[config.mk]
export PLATFORM = sky130hd
export DESIGN_NAME = pieb_irq_enable_bank
export DESIGN_NICKNAME = d
export VERILOG_FILES = /design/src/pieb_irq_enable_bank.v
export VERILOG_INCLUDE_DIRS = /design/src /design/src/src
export SDC_FILE = /design/constraint.sdc
export NUM_CORES = 1
export LEC_CHECK = 0
export BUFFER_PORTS_ARGS = -buffer_cell sky130_fd_sc_hd__clkbuf_2
export CORE_ASPECT_RATIO = 1.75
export CORE_MARGIN = 4
export CORE_UTILIZATION = 48
export CTS_CLUSTER_DIAMETER = 60
export DETAILED_ROUTE_END_ITERATION = 12
export PLACE_DENSITY_LB_ADDON = 0.08
export SYNTH_ARGS = -nofsm -noshare
export SYNTH_HDL_FRONTEND = slang
export SYNTH_SLANG_ARGS = --single-unit
[constraint.sdc]
create_clock -name clock -period 1.7 [get_ports clock]
set_input_delay 0.34 -clock clock [delete_from_list [all_inputs] [get_ports clock]]
set_output_delay 0.34 -clock clock [all_outputs]
set_load 0.02 [all_outputs]
[src/pieb_irq_enable_bank_regs.vh]
// register map, field layout and reset values of the peripheral interrupt enable bank
`ifndef PIEB_IRQ_ENABLE_BANK_REGS_VH
`define PIEB_IRQ_ENABLE_BANK_REGS_VH

// ****************************************************************
// register offsets
// ****************************************************************
`define PIEB_ADDR_W        4
`define PIEB_OFS_EN_BASE   32'h0000_0000
`define PIEB_OFS_FLAG_BASE 32'h0000_0004
`define PIEB_OFS_CTRL      4'h8
`define PIEB_OFS_STAT      4'h9

// ****************************************************************
// field layout
// ****************************************************************
`define PIEB_NUM_BANKS     4
`define PIEB_BANK_W        8
// implemented bits per bank, bank 3 in the low byte
`define PIEB_IMPL_MASK     32'h0FFF_7F3F
// bits that only the large variants carry
`define PIEB_LARGE_MASK    32'h088C_0000
`define PIEB_CTRL_GIE_BIT  7
`define PIEB_CTRL_PERIPH_MASTER_IRQ_ENABLE_BIT 6
`define PIEB_STAT_PREQ_BIT 0
`define PIEB_STAT_CREQ_BIT 1

// ****************************************************************
// reset values
// ****************************************************************
`define PIEB_RST_BYTE      8'h00
`define PIEB_RST_BIT       1'b0

`endif

[src/pieb_irq_enable_bank.v]
// peripheral interrupt enable bank with pending flags, master enables and request logic
`timescale 1ns/1ps
`default_nettype none
`include "pieb_irq_enable_bank_regs.vh"

module pieb_irq_enable_bank #(
    parameter LARGE_VARIANT = 1
) (
    input  wire        clock,
    input  wire        rst_n,
    input  wire [3:0]  regAddr,
    input  wire [7:0]  regWrData,
    input  wire        regWrStb,
    input  wire        regRdStb,
    output wire [7:0]  regRdData,
    input  wire [31:0] srcEvent,
    output wire [31:0] pendingFlags,
    output wire [31:0] enableBits,
    output wire        periphIrqReq,
    output wire        coreIrqReq
);

    // ****************************************************************
    // implemented bit mask
    // ****************************************************************
    // small variants drop the large-only bits entirely so they read as zero
    localparam [31:0] BIT_MASK = (LARGE_VARIANT != 0) ? `PIEB_IMPL_MASK
                               : (`PIEB_IMPL_MASK & ~`PIEB_LARGE_MASK);

    wire [31:0] enVec;
    wire [31:0] flagVec;

    // ****************************************************************
    // enable and flag banks
    // ****************************************************************
    genvar gb;
    generate
        for (gb = 0; gb < `PIEB_NUM_BANKS; gb = gb + 1) begin : bank
            localparam [31:0] EN_OFS   = `PIEB_OFS_EN_BASE + gb;
            localparam [31:0] FLAG_OFS = `PIEB_OFS_FLAG_BASE + gb;
            localparam [7:0]  MASK     = BIT_MASK[gb*8 +: 8];

            reg  [7:0] en_ff;
            reg  [7:0] flag_ff;
            wire       enWr   = regWrStb && (regAddr == EN_OFS[3:0]);
            wire       flagWr = regWrStb && (regAddr == FLAG_OFS[3:0]);
            wire [7:0] nxt_en;
            wire [7:0] nxt_flag;

            // bit n of each bank gates source n of that bank
            assign nxt_en = enWr ? (regWrData & MASK) : en_ff;

            // an event in the same cycle as a software clear wins
            assign nxt_flag = ((flagWr ? regWrData : flag_ff) | srcEvent[gb*8 +: 8]) & MASK;

            always @(posedge clock) begin
                if (!rst_n) begin
                    en_ff   <= `PIEB_RST_BYTE;
                    flag_ff <= `PIEB_RST_BYTE;
                end else begin
                    en_ff   <= nxt_en;
                    flag_ff <= nxt_flag;
                end
            end

            assign enVec[gb*8 +: 8]   = en_ff;
            assign flagVec[gb*8 +: 8] = flag_ff;
        end
    endgenerate

    // ****************************************************************
    // master enables
    // ****************************************************************
    reg  globalIrqEnable_ff;
    reg  periphMasterIrqEnable_ff;
    wire ctrlWr = regWrStb && (regAddr == `PIEB_OFS_CTRL);

    always @(posedge clock) begin
        if (!rst_n) begin
            globalIrqEnable_ff       <= `PIEB_RST_BIT;
            periphMasterIrqEnable_ff <= `PIEB_RST_BIT;
        end else if (ctrlWr) begin
            globalIrqEnable_ff       <= regWrData[`PIEB_CTRL_GIE_BIT];
            periphMasterIrqEnable_ff <= regWrData[`PIEB_CTRL_PERIPH_MASTER_IRQ_ENABLE_BIT];
        end
    end

    // ****************************************************************
    // request generation
    // ****************************************************************
    // registered so the request is a clean flop output; costs one cycle of latency.
    // enabling a source whose flag is already set raises the request one clock after the enable bit is loaded.
    reg  periphReq_ff;
    reg  coreReq_ff;
    wire nxt_periphReq = (|(flagVec & enVec)) && periphMasterIrqEnable_ff;
    wire nxt_coreReq   = nxt_periphReq && globalIrqEnable_ff;

    always @(posedge clock) begin
        if (!rst_n) begin
            periphReq_ff <= `PIEB_RST_BIT;
            coreReq_ff   <= `PIEB_RST_BIT;
        end else begin
            periphReq_ff <= nxt_periphReq;
            coreReq_ff   <= nxt_coreReq;
        end
    end

    // ****************************************************************
    // read port
    // ****************************************************************
    reg [7:0] rdData_ff;
    reg [7:0] nxt_rdData;

    always @* begin
        nxt_rdData = `PIEB_RST_BYTE;
        case (regAddr)
            4'h0: nxt_rdData = enVec[7:0];
            4'h1: nxt_rdData = enVec[15:8];
            4'h2: nxt_rdData = enVec[23:16];
            4'h3: nxt_rdData = enVec[31:24];
            4'h4: nxt_rdData = flagVec[7:0];
            4'h5: nxt_rdData = flagVec[15:8];
            4'h6: nxt_rdData = flagVec[23:16];
            4'h7: nxt_rdData = flagVec[31:24];
            `PIEB_OFS_CTRL: begin
                nxt_rdData[`PIEB_CTRL_GIE_BIT]  = globalIrqEnable_ff;
                nxt_rdData[`PIEB_CTRL_PERIPH_MASTER_IRQ_ENABLE_BIT] = periphMasterIrqEnable_ff;
            end
            `PIEB_OFS_STAT: begin
                nxt_rdData[`PIEB_STAT_PREQ_BIT] = periphReq_ff;
                nxt_rdData[`PIEB_STAT_CREQ_BIT] = coreReq_ff;
            end
            default: nxt_rdData = `PIEB_RST_BYTE;
        endcase
    end

    // data only valid the cycle after a read strobe; zero otherwise
    always @(posedge clock) begin
        if (!rst_n) begin
            rdData_ff <= `PIEB_RST_BYTE;
        end else if (regRdStb) begin
            rdData_ff <= nxt_rdData;
        end else begin
            rdData_ff <= `PIEB_RST_BYTE;
        end
    end

    assign regRdData    = rdData_ff;
    assign pendingFlags = flagVec;
    assign enableBits   = enVec;
    assign periphIrqReq = periphReq_ff;
    assign coreIrqReq   = coreReq_ff;

endmodule // pieb_irq_enable_bank

`default_nettype wire

==> flow_summary.json, run 1 <==
{
  "track_usage_pct": 24.3,
  "nFillCells": 572,
  "final.setup.worst_slack_ns": 0.338,
  "initial_core_util_pct": 49.2,
  "ctsResizeCount": 0,
  "worstPathArrival_ns": 1.02,
  "grt_max_degree": 29,
  "hold_viol": 0,
  "p_per_area_nw_per_um2": 933,
  "rsz0062_at_grt": "no",
  "syn_area_um2": 3190,
  "viasPerCell": 5.46,
  "crit_path_max_fanout": 3,
  "finalCriticalPeriod_ns": 1.36,
  "power_leakage_nw": 1.77,
  "drcViolationCount": 0,
  "min_path_type": "in2reg",
  "grt_pass1_vias": 2851,
  "via_count": 2892,
  "cp.required_ns": 1.36,
  "synth_edf_count": 0,
  "cts_tree": "built",
  "peakVddDrop_mv": 0.683,
  "critPathMaxStageDelay_ns": 0.38,
  "layout.nets": 491,
  "grt_overflow": 0,
  "tns_ns": 0,
  "cts-htree-levels": 3,
  "path_buf_inv": 2,
  "post_cts_buffers": 0,
  "grt_pass1_wl_um": 15000,
  "drt_pre_antenna_iters": 4,
  "place_hpwl_um": 7190,
  "finalClockSkew_ns": 0.00779,
  "numCtsBuffers": 9,
  "port_buffers": 100,
  "layout_commonest_cell": "clkbuf_2",
  "outcome": "completed",
  "final_cells": 530,
  "synth_flop_cell": "dfxtp_1",
  "dp_cells": 514,
  "pre_cts_slack_ns": 0.0683,
  "yosysWarnings": 0,
  "drv_slew": 0,
  "root_buffer": "clkbuf_16",
  "fin_crit_sh_pct": 80.1,
  "end_kind": "output pin",
  "antenna_left": 0,
  "netlist_instances": 330,
  "fmax_mhz": 734,
  "synth_seq_area_share_pct": 38.9,
  "cap_viol_max_count": 0,
  "worst-setup-path-type": "reg2out",
  "synth.avg_cell_area_um2": 9.68,
  "finalSetupViolations": 0,
  "startpoint_type": "register",
  "antenna_found_initial": 0,
  "antenna_cells": 0,
  "core-area_um2": 6490,
  "die-area_um2": 8080,
  "multi_input_area_um2": 1760,
  "layout-drive-gt1-share_pct": 40.0,
  "drt_wl_total_um": 9540,
  "wl_per_cell_um": 18.0,
  "yosysUniqueCellTypes": 46,
  "cp_slowest_cell": "dfxtp_1",
  "rows": 39,
  "clk_latency_ns": 0.33,
  "place.gp.congestion": 0.906,
  "async_flop_share_pct": 0,
  "numClockSinks": 62,
  "hold_buffers": 0,
  "clk_pin_slew_ns": 0.06,
  "path_cells": "buf_4 > clkbuf_2",
  "io_pins": 122,
  "critPathTopFamily": "flip-flops",
  "final_cell_mix": "100 x clkbuf_2, 62 x dfxtp_1, 34 x nand2_1",
  "fp.dieH_um": 116,
  "area_delta_synth_final_pct": 29.4,
  "die_w_um": 69.7,
  "layout.area.seq_um2": 1240,
  "clock_path_buffers": 2,
  "first_iter_violations": 152,
  "ys_ff_latch": 62
}
## report_power, final
part | leakage [nW] | switching [mW] | internal [mW] | total (mW)
Sequential | 0.508 | 0.0638 | 1.51 | 1.57
Combinational | 1.12 | 0.301 | 0.241 | 0.542
Clock | 0.142 | 0.639 | 1.10 | 1.74
Total | 1.77 | 1.00 | 2.85 | 3.85
## per-stage QoR
stage	instance area (um2)	hold WS, ns	util, %	power [mW]
after floorplan	3240	0.439	-	1.95
after detailed placement	3840	0.483	59.2	2.14
final	4130	0.215	63.7	3.85
after CTS	4130	0.210	63.7	3.87
after global placement	3840	0.480	59.2	2.14
after global routing	4130	0.210	63.7	4.01
## state kept, by name (all words and copies together) (netlist names)
name                      count
bank.en_ff                   25
bank.flag_ff                 25
regRdData                     8
coreIrqReq                    1
globalIrqEnable_ff            1
periphIrqReq                  1
periphMasterIrqEnable_ff      1
## worst paths after layout
kind | from | end | slack, ns | depth (start not counted)
min reg2reg | bank[1].en_ff[1] | bank[1].en_ff[1] | 0.50 | 2
max reg2reg | bank[3].en_ff[0] | periphIrqReq | 0.36 | 4
max | bank[1].flag_ff[2] | pendingFlags[10] | 0.34 | 2
min | srcEvent[2] | bank[0].flag_ff[2] | 0.21 | 2
## cell usage after synthesis (2+ instances only)
master,count,area (um2)
a211oi_1,3,22.5
a21boi_0,23,173
a21oi_1,9,45.0
a221oi_1,4,35.0
a22o_1,4,35.0
a22oi_1,9,67.6
a2bb2oi_1,2,17.5
and3_1,2,12.5
buf_2,8,40.0
buf_4,17,128
buf_6,4,45.0
clkbuf_1,7,26.3
dfxtp_1,62,1240
mux2_2,25,282
mux2_4,6,90.1
mux2i_1,10,100
mux4_2,2,45.0
nand2_1,34,128
nand2b_1,3,18.8
nand3_1,28,140
nor2_1,7,26.3
nor2_2,2,12.5
nor2b_1,10,62.6
nor3_1,2,10.0
o211ai_1,2,15.0
o21a_1,25,188
## layout make-up
cell class                 instances  share of cell area (%)
sequential                        62                    30.0
timing repair buffer             125                    17.9
clock buffer                      13                    6.54
clock inverter                     3                   0.424
multi-input combinational        245                    42.7
tap                               82                    2.48
## layer usage
layer	vias up	GRT usage (%)	part of all wire [%]
met5	-	0	0
met4	0	9.85	2.2
met3	16	6.08	5.8
met2	110	41.8	51
met1	1359	29.0	41
li1	1407	-	-
## kinds of logic after synthesis
family | share of synthesized area (%)
compound gates | 21.2
buf+inv | 7.48
flops | 38.9
mux | 16.5
other cells | 0.117
simple gates | 15.9
(Power assumes the default switching activity.)
==> inputs of run 2 (changes only) <==
Settings changed: CORE_UTILIZATION 48 to 44.
Clock period 1.7 ns to 1.1 ns, I/O delays scaled along.
==> run 2 against run 1 <==
  * The flow now finishes with violations (setup timing)
  * Setup slack got worse by 0.49 ns
  * Wire length increased by 39%
  * Global-route usage is 3.5 points higher
  * Worst hold slack worse by 0.13 ns
  * Sequential share of layout area fell by 6.7 points
  * Via count rose by 22%
  * Clock skew down 0.0014 ns
  * Clock power increased by 68%
  * Sequential cell count stayed put
==> flow_summary.json, run 2 (same netlist as run 1, synthesis figures left out) <==
{
  "outcome": "finished, violations left",
  "violations": "setup timing",
  "finalClockSkew_ns": 0.00637,
  "dp_cells": 566,
  "die-area_um2": 8740,
  "grt_max_degree": 49,
  "finalSetupViolations": 54,
  "cts_tree": "built",
  "clock_path_buffers": 2,
  "p_total_mw": 6.73,
  "power_leakage_nw": 2.50,
  "io_pins": 122,
  "root_buffer": "clkbuf_16",
  "critPathMaxStageDelay_ns": 0.32,
  "drt_wl_total_um": 13200,
  "layout-drive-gt1-share_pct": 63.0,
  "cts-htree-levels": 3,
  "antenna_found_initial": 0,
  "viasPerCell": 5.75,
  "startpoint_type": "register",
  "core-area_um2": 6960,
  "port_buffers": 100,
  "first_iter_violations": 380,
  "antenna_cells": 0,
  "clk_latency_ns": 0.33,
  "min_path_type": "in2reg",
  "cp_slowest_cell": "dfxtp_2",
  "numCtsBuffers": 9,
  "placed_cell_area_um2": 4300,
  "via_count": 3528,
  "worstPathArrival_ns": 1.46,
  "rsz0062_at_grt": "yes",
  "drcViolationCount": 0,
  "final.setup.worst_slack_ns": -0.151,
  "worst-setup-path-type": "reg2reg",
  "initial_core_util_pct": 45.9,
  "fin_area_um2": 5740,
  "peakVddDrop_mv": 0.980,
  "cap_viol_max_count": 0,
  "cp.required_ns": 1.31,
  "hold_viol": 0,
  "clk_pin_slew_ns": 0.05,
  "grt_pass1_vias": 3382,
  "drt_pre_antenna_iters": 6,
  "layout.nets": 574,
  "die_w_um": 72.4,
  "finalCriticalPeriod_ns": 1.25,
  "final_cells": 614,
  "tns_ns": -1.89,
  "drv_slew": 0,
  "track_usage_pct": 27.8,
  "grt_pass1_wl_um": 18200,
  "antenna_left": 0,
  "crit_path_max_fanout": 2,
  "path_cells": "a22oi_1 > buf_4 > nand3_1 > nor2_1 > a21oi_1",
  "place_hpwl_um": 8280,
  "final_cell_mix": "60 x buf_4, 49 x buf_6, 45 x clkbuf_2",
  "wl_per_cell_um": 21.6,
  "grt_overflow": 0,
  "fp.dieH_um": 121,
  "fin_crit_sh_pct": 114,
  "numClockSinks": 62,
  "rows": 40,
  "p_per_area_nw_per_um2": 1170,
  "area_delta_synth_final_pct": 79.7,
  "end_kind": "register",
  "place.gp.congestion": 0.921,
  "layout_commonest_cell": "buf_4",
  "fmax_mhz": 799
}
run 2: cell count changes in the layout (fill, tap and decap cells not counted), sizes merged:
cell	previous run	this run
bufinv	0	1
buf	25	157
clkbuf	113	63
clkinv	2	1
run 2: routing by layer:
layer | track usage [%] | vias to the layer above | wire length [um]
met1 | 32.2 | 1696 | 4740
met3 | 7.15 | 52 | 1010
li1 | - | 1581 | -
met2 | 46.9 | 199 | 6870
met4 | 12.6 | 0 | 616
met5 | 0 | - | 0
run 2: layout make-up:
type	count	area, um2
repair buffers	208	2020
fillers	384	1220
clock buffers	12	267
well taps	84	105
flip-flops and latches	62	1340
multi-input cells	245	1970
clock inverters	3	42.5
run 2: worst paths after layout:
check        slack, ns  cells after the start                startpoint            endpoint
min               0.09                      2               srcEvent[2]  bank[0].flag_ff[2]
max              -0.15                      5        bank[1].flag_ff[6]        periphIrqReq
max reg2reg      -0.15                      5        bank[1].flag_ff[6]        periphIrqReq
min reg2reg       0.49                      2  periphMasterIrqEnable_ff        periphIrqReq
run 2: critical path, delay by kind of cell, from the launching register on:
family / cells / cell delay, ns
buffers and inverters: 1 / 0.16
AO/OA/AOI/OAI: 2 / 0.29
flip-flops: 1 / 0.32
AND/OR/NAND/NOR: 2 / 0.35
run 2: stage by stage:
step | utilization, % | setup WS, ns | hold WS, ns
after floorplan | - | -0.229 | 0.330
after global placement | 61.8 | -0.433 | 0.419
after detailed placement | 61.8 | -0.457 | 0.420
after CTS | 78.1 | -0.121 | 0.0759
after global routing | 82.5 | -0.161 | 0.0913
final | 82.5 | -0.151 | 0.0868
run 2: repair_timing:
action / in CTS / in global routing
setup buffers: 23 / 10
pin swaps: 2 / 16
hold buffers: 0 / 0
setup endpoints to repair: 82 / 97
cloned: 0 / 1
resized for setup: 185 / 109
run 2: where the power goes:
part           internal [mW]  switching (mW)  leakage, nW
combinational          0.738           0.628         1.82
clock                   1.92            1.01        0.151
sequential              2.33           0.100        0.530
==> inputs of run 3 (changes only) <==
Settings changed: BUFFER_PORTS_ARGS -buffer_cell sky130_fd_sc_hd__clkbuf_2 to not set, CORE_UTILIZATION 44 to 48, DONT_BUFFER_PORTS set to 1.
==> run 3 against run 2 <==
  * The flow finishes with violations (hold timing, setup timing)
  * Worst hold slack worse by 0.088 ns
  * Sequential power hardly changed
  * Die area is 7.6% lower
  * Maximum frequency is 3.7% higher
  * Register-to-register slack better by 0.04 ns
  * Sequential share of layout area is 5.2 points higher
  * Final area is 20% lower
  * First-iteration DRC count is 58% lower
  * Highest routed layer unchanged
  * Core utilization is 12 points lower
==> flow_summary.json, run 3 (same netlist as run 1, synthesis figures left out) <==
{
  "drcViolationCount": 0,
  "rsz0062_at_grt": "yes",
  "layout-drive-gt1-share_pct": 46.1,
  "initial_core_util_pct": 49.2,
  "track_usage_pct": 26.9,
  "place_hpwl_um": 7450,
  "numCtsBuffers": 9,
  "violations": "hold timing, setup timing",
  "reg2reg_from": "bank[3].flag_ff[0]",
  "place.gp.congestion": 0.916,
  "worstPathArrival_ns": 1.46,
  "antenna_found_initial": 0,
  "layout_commonest_cell": "buf_4",
  "path_buf_inv": 1,
  "r2r_end": "regRdData[0]",
  "core-area_um2": 6490,
  "cp.required_ns": 1.35,
  "cap_viol_max_count": 0,
  "via_count": 3002,
  "end_kind": "register",
  "cts-htree-levels": 3,
  "rows": 39,
  "die_w_um": 69.7,
  "layout.nets": 481,
  "cts_tree": "built",
  "hold_end": "bank[1].flag_ff[2]",
  "outcome": "finished, violations left",
  "wl_per_cell_um": 20.8,
  "whs_ns": -0.00141,
  "cp_slowest_cell": "dfxtp_4",
  "worstHoldStart": "srcEvent[10]",
  "tns_ns": -0.642,
  "final.setup.worst_slack_ns": -0.106,
  "power_leakage_nw": 1.84,
  "clk_pin_slew_ns": 0.05,
  "drt_pre_antenna_iters": 6,
  "grt_overflow": 0,
  "p_total_mw": 5.90,
  "grt_pass1_wl_um": 16100,
  "ff2ff_path_depth": 5,
  "worst-setup-path-type": "reg2reg",
  "clk_latency_ns": 0.34,
  "fin_crit_sh_pct": 110,
  "fp.dieH_um": 116,
  "path_cells": "buf_6 > mux2i_1 > a211oi_1 > nor2b_1 > o32ai_2",
  "final_cell_mix": "58 x buf_4, 37 x buf_6, 34 x nand2_1, 34 x dfxtp_2, 28 x nand3_1",
  "fmax_mhz": 829,
  "finalClockSkew_ns": 0.00855,
  "min_path_type": "in2reg",
  "die-area_um2": 8080,
  "area_delta_synth_final_pct": 44.1,
  "min_path_cells": 1,
  "antenna_left": 0,
  "numClockSinks": 62,
  "crit_path_max_fanout": 3,
  "grt_max_degree": 44,
  "peakVddDrop_mv": 1.40,
  "finalSetupViolations": 20,
  "startpoint_type": "register",
  "drt_wl_total_um": 10800,
  "p_per_area_nw_per_um2": 1280,
  "port_buffers": 0,
  "clock_path_buffers": 2,
  "root_buffer": "clkbuf_16",
  "first_iter_violations": 161,
  "critPathTopFamily": "compound AO/OA/AOI/OAI gates",
  "critPathMaxStageDelay_ns": 0.34,
  "antenna_cells": 0,
  "viasPerCell": 5.77,
  "hold_viol": 1,
  "drv_slew": 0,
  "finalCriticalPeriod_ns": 1.21,
  "r2r_setup_slack_ns": -0.11,
  "grt_pass1_vias": 3052,
  "io_pins": 122
}
[run 3: through the flow]
stage          instance area [um2]  setup WS (ns)  hold slack (ns)  cells  util, %
2_1_floorplan                 3330         -0.229            0.330    343        -
3_3_place_gp                  3850         -0.208            0.331    478     59.3
3_5_place_dp                  3850         -0.213            0.339    478     59.3
4_1_cts                       4520         -0.139        0.0000408    517     69.6
5_1_grt                       4600         -0.196          0.00286    520     70.9
6_report                      4600         -0.106         -0.00141    520     70.9
[run 3: timing repair]
item	CTS	global route
endpoints found under the hold margin	18	0
endpoints found under the setup margin	40	30
setup buffers	7	3
hold buffers	18	0
resized for setup	68	17
pin swaps	4	9
[run 3: report_power, final]
group          switching, mW  internal [mW]  total [mW]
combinational          0.388          0.464       0.852
clock                  0.972           1.64        2.62
sequential            0.0923           2.34        2.44
total                   1.45           4.45        5.90
[run 3: worst max path at each step]
stage | start | endpoint | slack (ns) | cells after the start
4_1_cts | bank[3].flag_ff[0] | regRdData[0] | -0.14 | 5
3_5_place_dp | regAddr[3] | bank[2].flag_ff[5] | -0.21 | 5
5_1_grt | bank[3].flag_ff[0] | regRdData[0] | -0.20 | 5
6_report | bank[3].flag_ff[0] | regRdData[0] | -0.11 | 5
2_1_floorplan | regAddr[0] | bank[2].flag_ff[0] | -0.23 | 6
3_3_place_gp | regAddr[3] | bank[2].flag_ff[3] | -0.21 | 5
[run 3: cell type report]
class / count / area [um2]
sequential: 62 / 1310
clock buffer: 15 / 268
timing repair buffer: 115 / 1070
clock inverter: 1 / 5.00
multi-input combinational: 245 / 1850
tap: 82 / 103
fill: 526 / 1890
[run 3: layer usage]
| layer | part of all wire [%] | GRT usage [%] |
|---|---|---|
| met2 | 52 | 47.8 |
| met5 | 0 | 0 |
| met3 | 6.2 | 5.03 |
| met4 | 3.7 | 18.7 |
| met1 | 38 | 28.6 |
